File: src/core/ramp_seg_regs.svh
// Constants for the ramp segment sequencer: field widths, reset values and codes.
// Assumes inclusion by bare name from the package and modules.
`ifndef RAMP_SEG_REGS_SVH
`define RAMP_SEG_REGS_SVH
`define SEG_COUNT 8
`define SEG_IDX_W 3
`define SEG_INC_W 30
`define SEG_LEN_W 16
`define ACC_W 33
`define SEG_FIRST 3'h0
`define ADV_LENGTH 2'h0
`define ADV_EVENT_A 2'h1
`define ADV_EVENT_B 2'h2
`define ADV_EVENT_C 2'h3
`define HALF_RATE_TICKS 1'h1
`endif

File: src/core/ramp_seg_pkg.sv
// Types shared by the ramp segment sequencer files.
// Assumes the constants header is on the include path.
`include "ramp_seg_regs.svh"
package ramp_seg_pkg;
  typedef enum logic [1:0] {ADV_LEN, ADV_A, ADV_B, ADV_C} advance_src_t;
  typedef enum logic {SEQ_IDLE, SEQ_RUN} seq_state_t;
endpackage

File: src/core/seg_table.sv
// Eight-entry table of per-segment settings, written one segment at a time.
// Assumes writes come from configuration logic on the same clock.
`timescale 1ns/1ps
`include "ramp_seg_regs.svh"
module seg_table
  import ramp_seg_pkg::*;
(
  input wire logic ref_clk,
  input wire logic resetn,
  input wire logic wr_en,
  input wire logic [2:0] wr_idx,
  input wire logic [29:0] wr_increment,
  input wire logic [15:0] wr_length,
  input wire logic wr_half_rate,
  input wire logic wr_fast_settle,
  input wire logic [1:0] wr_marker_bits,
  input wire logic wr_accum_clear,
  input wire logic [1:0] wr_advance_source,
  input wire logic [2:0] wr_successor,
  input wire logic [2:0] rd_idx,
  output logic [29:0] rd_increment,
  output logic [15:0] rd_length,
  output logic rd_half_rate,
  output logic rd_fast_settle,
  output logic [1:0] rd_marker_bits,
  output logic rd_accum_clear,
  output logic [1:0] rd_advance_source,
  output logic [2:0] rd_successor
);
  localparam int ENTRY_W = 30 + 16 + 1 + 1 + 2 + 1 + 2 + 3;
  logic [ENTRY_W-1:0] mem_r [`SEG_COUNT];
  logic [ENTRY_W-1:0] mem_nxt [`SEG_COUNT];

  always_comb begin
    for (int i = 0; i < `SEG_COUNT; i++) begin
      mem_nxt[i] = mem_r[i];
    end
    if (wr_en) begin
      mem_nxt[wr_idx] = {wr_increment, wr_length, wr_half_rate, wr_fast_settle,
                         wr_marker_bits, wr_accum_clear, wr_advance_source, wr_successor};
    end
  end

  always_ff @(posedge ref_clk or negedge resetn) begin
    if (!resetn) begin
      for (int i = 0; i < `SEG_COUNT; i++) begin
        mem_r[i] <= '0;
      end
    end else begin
      mem_r <= mem_nxt;
    end
  end

  assign {rd_increment, rd_length, rd_half_rate, rd_fast_settle, rd_marker_bits,
          rd_accum_clear, rd_advance_source, rd_successor} = mem_r[rd_idx];
endmodule

File: src/core/ramp_segment_control.sv
// Segment sequencer for a piecewise-linear ramp: steps through eight segments on
// phase-compare ticks or trigger events and drives the ramp accumulator, markers and fast-settle.
// Assumes phase_compare_tick is a one-cycle pulse on ref_clk and trigger events come
// from pins, so they are synchronised here.
`timescale 1ns/1ps
`include "ramp_seg_regs.svh"
// Summary of operation
// - an active segment adds its signed 30-bit increment each tick for length ticks, 0 meaning 65536.
// - a half-rate segment spends two phase-compare cycles per tick, otherwise one.
// - a fast-settle segment asserts the single fast_settle_en output while it runs.
// - the segment's two marker bits drive the two marker outputs during the segment.
// - a segment with accumulator clear zeroes the accumulator on entry.
// - the advance selector picks length expiry or event A, B or C to leave a segment.
// - on leaving, the sequencer goes to the segment named by the successor field.
// - every field is held separately for each of the eight segments.
module ramp_segment_control
  import ramp_seg_pkg::*;
(
  input wire logic ref_clk,
  input wire logic resetn,
  input wire logic ramp_run,
  input wire logic phase_compare_tick,
  input wire logic event_source_a,
  input wire logic event_source_b,
  input wire logic event_source_c,
  input wire logic cfg_wr_en,
  input wire logic [2:0] cfg_segment,
  input wire logic [29:0] segment_increment,
  input wire logic [15:0] segment_length,
  input wire logic segment_half_rate,
  input wire logic segment_fast_settle,
  input wire logic [1:0] segment_marker_bits,
  input wire logic segment_accum_clear,
  input wire logic [1:0] segment_advance_source,
  input wire logic [2:0] segment_successor,
  output logic [32:0] ramp_accum,
  output logic [2:0] active_segment,
  output logic fast_settle_en,
  output logic marker_out_low,
  output logic marker_out_high
);
  seq_state_t state_r, state_nxt;
  logic [2:0] seg_r, seg_nxt;
  logic [16:0] ticks_r, ticks_nxt;
  logic pre_r, pre_nxt;
  logic [32:0] acc_r, acc_nxt;
  logic fs_r, fs_nxt;
  logic [1:0] mk_r, mk_nxt;
  logic [2:0] sa_r, sb_r, sc_r;
  logic [2:0] sa_nxt, sb_nxt, sc_nxt;
  logic ev_a_r, ev_b_r, ev_c_r;
  logic ev_a_nxt, ev_b_nxt, ev_c_nxt;
  logic [2:0] rd_idx;
  logic [29:0] t_inc;
  logic [15:0] t_len;
  logic t_half, t_fs, t_clr;
  logic [1:0] t_mk, t_adv;
  logic [2:0] t_next;
  logic [29:0] n_inc;
  logic [15:0] n_len;
  logic n_half, n_fs, n_clr;
  logic [1:0] n_mk, n_adv;
  logic [2:0] n_next;
  logic tick, advance, length_done;

  // Length 0 stands for the full 65536 ticks.
  function automatic logic [16:0] len_ticks(input logic [15:0] len);
    len_ticks = (len == 16'h0000) ? 17'h10000 : {1'b0, len};
  endfunction

  seg_table u_cur (
    .ref_clk(ref_clk), .resetn(resetn), .wr_en(cfg_wr_en), .wr_idx(cfg_segment),
    .wr_increment(segment_increment), .wr_length(segment_length),
    .wr_half_rate(segment_half_rate), .wr_fast_settle(segment_fast_settle),
    .wr_marker_bits(segment_marker_bits), .wr_accum_clear(segment_accum_clear),
    .wr_advance_source(segment_advance_source), .wr_successor(segment_successor),
    .rd_idx(seg_r), .rd_increment(t_inc), .rd_length(t_len), .rd_half_rate(t_half),
    .rd_fast_settle(t_fs), .rd_marker_bits(t_mk), .rd_accum_clear(t_clr),
    .rd_advance_source(t_adv), .rd_successor(t_next)
  );

  // A second read port for the segment about to be entered; both copies see every write.
  seg_table u_nxt (
    .ref_clk(ref_clk), .resetn(resetn), .wr_en(cfg_wr_en), .wr_idx(cfg_segment),
    .wr_increment(segment_increment), .wr_length(segment_length),
    .wr_half_rate(segment_half_rate), .wr_fast_settle(segment_fast_settle),
    .wr_marker_bits(segment_marker_bits), .wr_accum_clear(segment_accum_clear),
    .wr_advance_source(segment_advance_source), .wr_successor(segment_successor),
    .rd_idx(rd_idx), .rd_increment(n_inc), .rd_length(n_len), .rd_half_rate(n_half),
    .rd_fast_settle(n_fs), .rd_marker_bits(n_mk), .rd_accum_clear(n_clr),
    .rd_advance_source(n_adv), .rd_successor(n_next)
  );

  // Trigger pins pass three flops; an edge counts once stages two and three agree high.
  always_comb begin
    sa_nxt = {sa_r[1:0], event_source_a};
    sb_nxt = {sb_r[1:0], event_source_b};
    sc_nxt = {sc_r[1:0], event_source_c};
    ev_a_nxt = (sa_r[2:1] == 2'b11) ? 1'b1 : ((sa_r[2:1] == 2'b00) ? 1'b0 : ev_a_r);
    ev_b_nxt = (sb_r[2:1] == 2'b11) ? 1'b1 : ((sb_r[2:1] == 2'b00) ? 1'b0 : ev_b_r);
    ev_c_nxt = (sc_r[2:1] == 2'b11) ? 1'b1 : ((sc_r[2:1] == 2'b00) ? 1'b0 : ev_c_r);
  end

  always_ff @(posedge ref_clk or negedge resetn) begin
    if (!resetn) begin
      sa_r <= 3'h0;
      sb_r <= 3'h0;
      sc_r <= 3'h0;
      ev_a_r <= 1'b0;
      ev_b_r <= 1'b0;
      ev_c_r <= 1'b0;
    end else begin
      sa_r <= sa_nxt;
      sb_r <= sb_nxt;
      sc_r <= sc_nxt;
      ev_a_r <= ev_a_nxt;
      ev_b_r <= ev_b_nxt;
      ev_c_r <= ev_c_nxt;
    end
  end

  logic rise_a, rise_b, rise_c;
  assign rise_a = ev_a_nxt & ~ev_a_r;
  assign rise_b = ev_b_nxt & ~ev_b_r;
  assign rise_c = ev_c_nxt & ~ev_c_r;

  assign tick = phase_compare_tick && (pre_r == 1'b0);
  assign length_done = tick && (ticks_r == 17'h00001);

  always_comb begin
    unique case (advance_src_t'(t_adv))
      ADV_LEN: advance = length_done;
      ADV_A: advance = rise_a;
      ADV_B: advance = rise_b;
      ADV_C: advance = rise_c;
    endcase
  end

  assign rd_idx = (state_r == SEQ_IDLE) ? `SEG_FIRST : t_next;

  always_comb begin
    state_nxt = state_r;
    seg_nxt = seg_r;
    ticks_nxt = ticks_r;
    pre_nxt = pre_r;
    acc_nxt = acc_r;
    fs_nxt = fs_r;
    mk_nxt = mk_r;
    unique case (state_r)
      SEQ_IDLE: begin
        fs_nxt = 1'b0;
        if (ramp_run) begin
          state_nxt = SEQ_RUN;
          seg_nxt = rd_idx;
          ticks_nxt = len_ticks(n_len);
          pre_nxt = n_half;
          fs_nxt = n_fs;
          mk_nxt = n_mk;
          if (n_clr) begin
            acc_nxt = 33'h0;
          end
        end
      end
      SEQ_RUN: begin
        if (!ramp_run) begin
          state_nxt = SEQ_IDLE;
          fs_nxt = 1'b0;
        end else begin
          if (phase_compare_tick) begin
            // Half-rate toggles so every other phase-compare cycle is a tick.
            pre_nxt = t_half ? ~pre_r : 1'b0;
          end
          // accumulate signed increment.
          // Once the length is spent an event-driven segment holds until its event arrives.
          if (tick && (ticks_r != 17'h00000)) begin
            acc_nxt = acc_r + {{3{t_inc[29]}}, t_inc};
            ticks_nxt = ticks_r - 17'h00001;
          end
          if (advance) begin
            seg_nxt = rd_idx;
            ticks_nxt = len_ticks(n_len);
            pre_nxt = n_half;
            fs_nxt = n_fs;
            mk_nxt = n_mk;
            if (n_clr) begin
              acc_nxt = 33'h0;
            end
          end
        end
      end
    endcase
  end

  always_ff @(posedge ref_clk or negedge resetn) begin
    if (!resetn) begin
      state_r <= SEQ_IDLE;
      seg_r <= `SEG_FIRST;
      ticks_r <= 17'h0;
      pre_r <= 1'b0;
      acc_r <= 33'h0;
      fs_r <= 1'b0;
      mk_r <= 2'h0;
    end else begin
      state_r <= state_nxt;
      seg_r <= seg_nxt;
      ticks_r <= ticks_nxt;
      pre_r <= pre_nxt;
      acc_r <= acc_nxt;
      fs_r <= fs_nxt;
      mk_r <= mk_nxt;
    end
  end

  assign ramp_accum = acc_r;
  assign active_segment = seg_r;
  assign fast_settle_en = fs_r;
  assign marker_out_low = mk_r[0];
  assign marker_out_high = mk_r[1];
endmodule

File: config.mk
export PLATFORM = sky130hd
export DESIGN_NAME = ramp_segment_control
export DESIGN_NICKNAME = d
export VERILOG_FILES = /design/src/core/ramp_seg_pkg.sv /design/src/core/seg_table.sv /design/src/core/ramp_segment_control.sv
export VERILOG_INCLUDE_DIRS = /design/src /design/src/core
export SDC_FILE = /design/constraint.sdc
export NUM_CORES = 1
export LEC_CHECK = 0
export BUFFER_PORTS_ARGS = -buffer_cell sky130_fd_sc_hd__buf_2
export CORE_MARGIN = 3
export CORE_UTILIZATION = 33
export DETAILED_ROUTE_END_ITERATION = 16
export GPL_ROUTABILITY_DRIVEN = 1
export PLACE_DENSITY_LB_ADDON = 0.3
export SYNTH_ARGS = -nofsm -noshare
export SYNTH_HDL_FRONTEND = slang
export SYNTH_SLANG_ARGS = --single-unit
File: constraint.sdc
create_clock -name ref_clk -period 9.67 [get_ports ref_clk]
set_clock_uncertainty 0.05 [all_clocks]
set_input_delay 1.934 -clock ref_clk [delete_from_list [all_inputs] [get_ports ref_clk]]
set_output_delay 1.934 -clock ref_clk [all_outputs]
set_load 0.02 [all_outputs]
## Yosys cells after proc, flatten, opt, wreduce, memory -nomap -nowiden

Index checks and enable logic that the tools add are counted.

- Flip-flop bits (word level): 966
- Word-level logic and storage cells: 124

- Equal/unequal tests: 14
- Multiplexer cells: 50
- Bitwise logic cells: 11
- Add/subtract/negate cells: 2
- Magnitude comparators: 4
- Reductions and logical operators: 14

Operators by type and width:

| kind | number |
|---|---|
| 448-bit bitwise mux | 2 |
| 56-bit binary-select mux with 3-bit select | 2 |
| 33-bit 2-to-1 mux | 6 |
| 56-bit demux with 3-bit select | 1 |
| 56-bit 2-to-1 mux | 3 |
| 17-bit 2-to-1 mux | 5 |
| 33-bit case mux with 2 select lines | 1 |
| 26-bit 2-to-1 mux | 2 |
| 17-bit case mux with 2 select lines | 1 |
| 33-bit adder | 1 |
| 17-bit by 1-bit == test with 1-bit output, second input constant | 1 |
| 17-bit nonzero test | 1 |
| 17-bit by 1-bit subtractor with 17-bit output, second input constant | 1 |
| 16-bit logical NOT | 1 |
| 1-bit 2-to-1 mux | 15 |
| 4-bit greater-or-equal comparator, second input constant | 3 |
| 3-bit 2-to-1 mux | 4 |
| 3-bit inverter with 4-bit output | 3 |
| 3-bit AND reduction | 4 |
| 2-bit == test, second input constant | 5 |
| 2-bit logical NOT | 4 |
| 2-bit 2-to-1 mux | 3 |
| 2-bit != test, second input constant | 3 |
| 3-bit by 2-bit != test with 1-bit output, second input constant | 2 |
| 11 further kinds | 21 |

## Logic depth before layout (Yosys ltp)

- Depth after elaboration: 14
- Mapped depth: 17
- Depth with buffers taken out: 14

## Cells and area by module

Synthesis repeated with hierarchy kept, for this count alone.

- Cells, all modules: 2827
- Area total of the unflattened synthesis: 44612.8 sq um

By module, submodules not included:

| module | instances | cells an instance | area an instance (sq um) | seq. area each (sq um) |
|---|---|---|---|---|
| seg_table | 2 | 1151 | 19920.4 | 11210.8 |
| ramp_segment_control | 1 | 525 | 4772.1 | 1751.7 |

## Least setup slack after synthesis

No wires, ideal clock.

- Path type: register to register
- From: register seg_r[0], in the netlist active_segment[0]
- To: register acc_r[29], in the netlist ramp_accum[29]
- Buffers on the path: 4
- Stages on the path, launching flop included: 18
- Required time: 9493 ps
- Slack: 5002 ps
- Arrival time: 4491 ps
- Path through: dfrtp_1 buf_6 buf_2 buf_1 buf_2 mux4_2 mux2i_1 inv_1 ha_1 a21oi_1 o21ai_0 o311ai_0 nand3_1 a21oi_1 o21ai_0 o31ai_1 xor2_1 o21ai_0

- Word-level cells in the longest chain between the ends: 13

RTL lines:

| what | line | text |
|---|---|---|
| start, declared | ramp_segment_control.sv:43 | `logic [2:0] seg_r, seg_nxt;` |
| start signal, assigned | ramp_segment_control.sv:197 | `` seg_r <= `SEG_FIRST; `` |
| start signal, assigned | ramp_segment_control.sv:205 | `seg_r <= seg_nxt;` |
| 3-bit inverter with 4-bit output (not written as such) * | seg_table.sv:55 | `rd_accum_clear, rd_advance_source, rd_successor} = mem_r[rd_idx];` |
| 56-bit binary-select mux with 3-bit select * | seg_table.sv:55 |  |
| 56-bit 2-to-1 mux (not written as such) * (2 in a row) | seg_table.sv:55 |  |
| parallel branches: the longest is 9 deep, another holds 33-bit adder | n/a |  |
| end signal, assigned | ramp_segment_control.sv:208 | `acc_r <= acc_nxt;` |
| end, declared | ramp_segment_control.sv:46 | `logic [32:0] acc_r, acc_nxt;` |

Every way passes the cells marked *. The select of a mux whose other input is x is not followed.
A chain may end at the register's enable or synchronous reset.

## Worst setup path after layout

- From: register seg_r[0], in the netlist active_segment[0]
- To: register acc_r[32], in the netlist ramp_accum[32]

The elaborated chain is that of the path after synthesis.

==> flow_metrics.py <==
metrics = {
    "status": {
        "outcome": "completed",
    },
    "logic_synthesis": {
        "synth.top_cell.area_share_pct": 52.1,
        "synthesis.instances": 1854,
        "synth_simple_gate_area_share_pct": 5.53,
        "synth-seq-cells": 518,
        "synthXorXnorAreaFrac_pct": 0.809,
        "async_flop_share_pct": 100,
        "synth_mux_area_share_pct": 31.0,
        "synth_area_um2": 24900,
        "yosys-top-cells-area": "dfrtp_1 52%, mux2_2 22%, mux4_2 6.2%",
        "combinational_family_with_the_most_area_after_synthesis": "multiplexers",
        "syn_nets": 1956,
        "synth-seq-area-share_pct": 52.1,
        "synth_fa_ha_area_share_pct": 1.91,
        "synth_common_cells": "518 x dfrtp_1, 478 x mux2_2, 136 x nand2_1, 80 x mux2i_1, 71 x clkbuf_1",
        "synth_flop_cell": "dfrtp_1",
        "synth_warnings": 0,
        "fraction_of_the_mapped_netlist_area_in_compound_gates_pct": 6.45,
        "synth-edff-count": 0,
        "mean_instance_size_in_the_synthesized_netlist_um2": 13.4,
        "synthDominantAreaCellType": "dfrtp_1",
        "yosysMostFrequentCell": "dfrtp_1",
        "yosysUniqueCellTypes": 72,
    },
    "power": {
        "cellInternalPower_w": 0.00543,
        "power.share.switching_pct": 35.4,
        "power.density_nw_per_um2": 299,
        "p_leak_nw": 11.9,
        "netsw_w": 0.00298,
        "power.share.sequential_pct": 36.3,
        "pwr-share-comb_pct": 39.3,
        "clock_power_share_pct": 24.4,
        "worst_ir_drop_vdd_mv": 0.191,
    },
    "global_route": {
        "first_pass_grt_wire_length_mm": 98.9,
        "grt_max_degree": 181,
        "grt_overflow": 0,
        "grt_pass1_vias": 16400,
        "antenna_found_initial": 13,
        "grt_util_all_layers_pct": 16.0,
    },
    "die": {
        "die_boundary_width_um": 281,
        "io-pin-count": 106,
        "fp-row-count": 100,
        "coreArea_um2": 74600,
        "fp.dieArea_um2": 78800,
        "starting_density_pct": 33.4,
        "die_h_um": 281,
    },
    "drt": {
        "initialDrtViolationCount": 906,
        "maxUsedRoutingLayer": "met5",
        "ant_nets": 0,
        "post-route-drc-count": 0,
        "avgViaCountPerCell": 5.28,
        "wl_met2_mm": 30.8,
        "wl_per_cell_um": 21.3,
        "met3RoutedLength_mm": 2.42,
        "detailedRoute.firstPassIterationCount": 5,
        "postRouteWirelength_mm": 62.8,
        "detail_route.wirelength.met1_mm": 28.2,
        "vias": 15600,
    },
    "clocking": {
        "cts_tree": "done",
        "clock-root-buffer": "clkbuf_16",
        "clk_pin_slew_worst_paths_ns": 0.06,
        "insertion_delay_of_the_later_clocked_pin_in_the_worst_skew_pair_ns": 0.61,
        "number_of_buffers_created_by_cts": 54,
        "max-clock-path-buffers": 3,
        "cts.repair_timing.setup_buffer_count": 0,
        "htree_levels": 2,
        "cts.sink_count": 518,
        "post_cts_resize_count": 0,
        "cts_hold_buf": 0,
    },
    "place": {
        "placedInstanceArea_um2": 26400,
        "place_hpwl_mm": 38.2,
        "port_buffers": 105,
        "finalWeightedCongestion": 0.851,
    },
    "critical_path": {
        "crit_path_start_kind": "register",
        "largest_fanout_of_any_net_on_the_critical_path": 43,
        "critPathArrivalTime_ns": 5.93,
        "cp_slowest_cell": "buf_4",
        "critical-path-top-cell-by-count": "a211oi_1",
        "crit_type": "register to register",
        "critical_path.max_stage_delay_ns": 0.85,
        "cp-end-kind": "register",
        "data_required_time_of_the_critical_path_ns": 10.08,
        "worstPathCellList": "buf_4 -> mux4_2 -> mux2_2 -> ha_1 -> a211oi_1 -> nor2_1 -> a211oi_1 -> a21oi_1 -> o221ai_1 -> a311oi_1 -> a211oi_1 -> and2_0 -> o211ai_1",
    },
    "run": {
        "cap_viol_max_count": 0,
    },
    "sta": {
        "layout_worst_path_cycle_share_pct": 57.1,
        "worst_pin_slew_ns": 1.09,
        "maxClockFrequency_mhz": 181,
        "final-max-slew-violation-count": 0,
        "min_period_ns": 5.52,
        "holdWs_ns": 0.310,
        "hold_violation_count_in_the_final_report": 0,
        "setup_viol": 0,
        "rsz0062_at_grt": "no",
        "max_slew_headroom_pct": 26.7,
        "totalNegativeSetupSlack_ns": 0,
    },
    "cells_and_area": {
        "post_route_cells_drive_above_1_share_pct": 40.1,
        "fin_area_um2": 28200,
        "area_delta_synth_final_pct": 13.2,
        "final.fill_count": 7120,
        "finalCoreUtilization_pct": 37.8,
        "finalNetCount": 2039,
    },
    "min_path": {
        "hp-class": "register to register",
    },
}
-- cells in the final DEF, fill, tap and decap left out, drive strengths merged, types with 21 or more instances in the layout --
master / count
nand3: 21
clkbuf: 78
nor2: 45
mux4: 68
nand2: 136
dfrtp: 518
a21oi: 36
buf: 132
mux2: 478
o21ai: 71
ha: 34
nor3: 22
mux2i: 81
-- metal layers --
layer	vias up	GRT usage, %
met1	8125	21.2
met2	271	27.1
met5	-	0
li1	7059	-
met3	113	2.95
met4	6	4.19
-- through the flow --
| stage | total power [W] | instances | setup WS (ns) |
|---|---|---|---|
| detailed placement | 0.00641 | 2850 | 4.19 |
| CTS | 0.00850 | 2946 | 4.17 |
| global route | 0.00895 | 2947 | 3.75 |
| finish | 0.00841 | 2949 | 4.15 |
| global placement | 0.00632 | 2850 | 4.21 |
| floorplan | 0.00552 | 1854 | 5.00 |
-- flip-flops by register name, indices dropped and copies added (netlist names), 2 cells and up --
register and flops:
sa_r 3, u_nxt.mem_r 164, ticks_r 17, ramp_accum 33, active_segment 3, sb_r 3, u_cur.mem_r 284, sc_r 3
mk_r 2
-- critical path: cells and delay by family (launching register included) --
| kind | cells | cell delay, ns |
|---|---|---|
| simple gates | 2 | 0.27 |
| fa+ha+maj | 1 | 0.36 |
| flops | 1 | 0.83 |
| mux | 2 | 0.87 |
| compound gates | 7 | 2.12 |
| buf+inv | 1 | 0.85 |
-- logic make-up (layout without fill, tap and decap cells) --
| kind of cell | after synthesis | count (layout) |
|---|---|---|
| adder cells (fa/ha/maj) | 38 | 38 |
| buffers and inverters | 124 | 247 |
| flip-flops | 518 | 518 |
| AND/OR/NAND/NOR | 292 | 292 |
| AO/OA/AOI/OAI | 232 | 232 |
| XOR/XNOR | 23 | 23 |
| multiplexers | 627 | 627 |
| other | 0 | 3 |
-- power groups by stage --
stage | sequential (W) | combinational [W] | clock [W]
floorplan | 0.00301 | 0.00251 | 0
global placement | 0.00306 | 0.00326 | 0
detailed placement | 0.00309 | 0.00332 | 0
CTS | 0.00305 | 0.00333 | 0.00212
global route | 0.00313 | 0.00362 | 0.00220
finish | 0.00305 | 0.00331 | 0.00205
-- final timing paths --
check,slack (ns),end,from,cells after the start
min,0.31,sb_r[1],sb_r[0],0
min reg2reg,0.31,sb_r[1],sb_r[0],0
max reg2reg,4.15,ramp_accum[32],active_segment[0],13
min in group asynchronous,1.35,u_cur.mem_r[442],resetn,1
max in group asynchronous,6.56,u_cur.mem_r[82],resetn,2
max,4.15,ramp_accum[32],active_segment[0],13
-- area by class of cell --
type                            count  area [um^2]  area share (%)
Sequential cell                   518        13000            46.0
Multi-Input combinational cell   1212        11400            40.5
Clock buffer                       78         1550            5.51
Tap cell                          969         1210            4.30
Timing Repair Buffer              132          763            2.71
Clock inverter                     18          180           0.640
Inverter                           19         71.3           0.253
Antenna cell                        3         7.51          0.0266
Power figures use the tool's default switching activity.
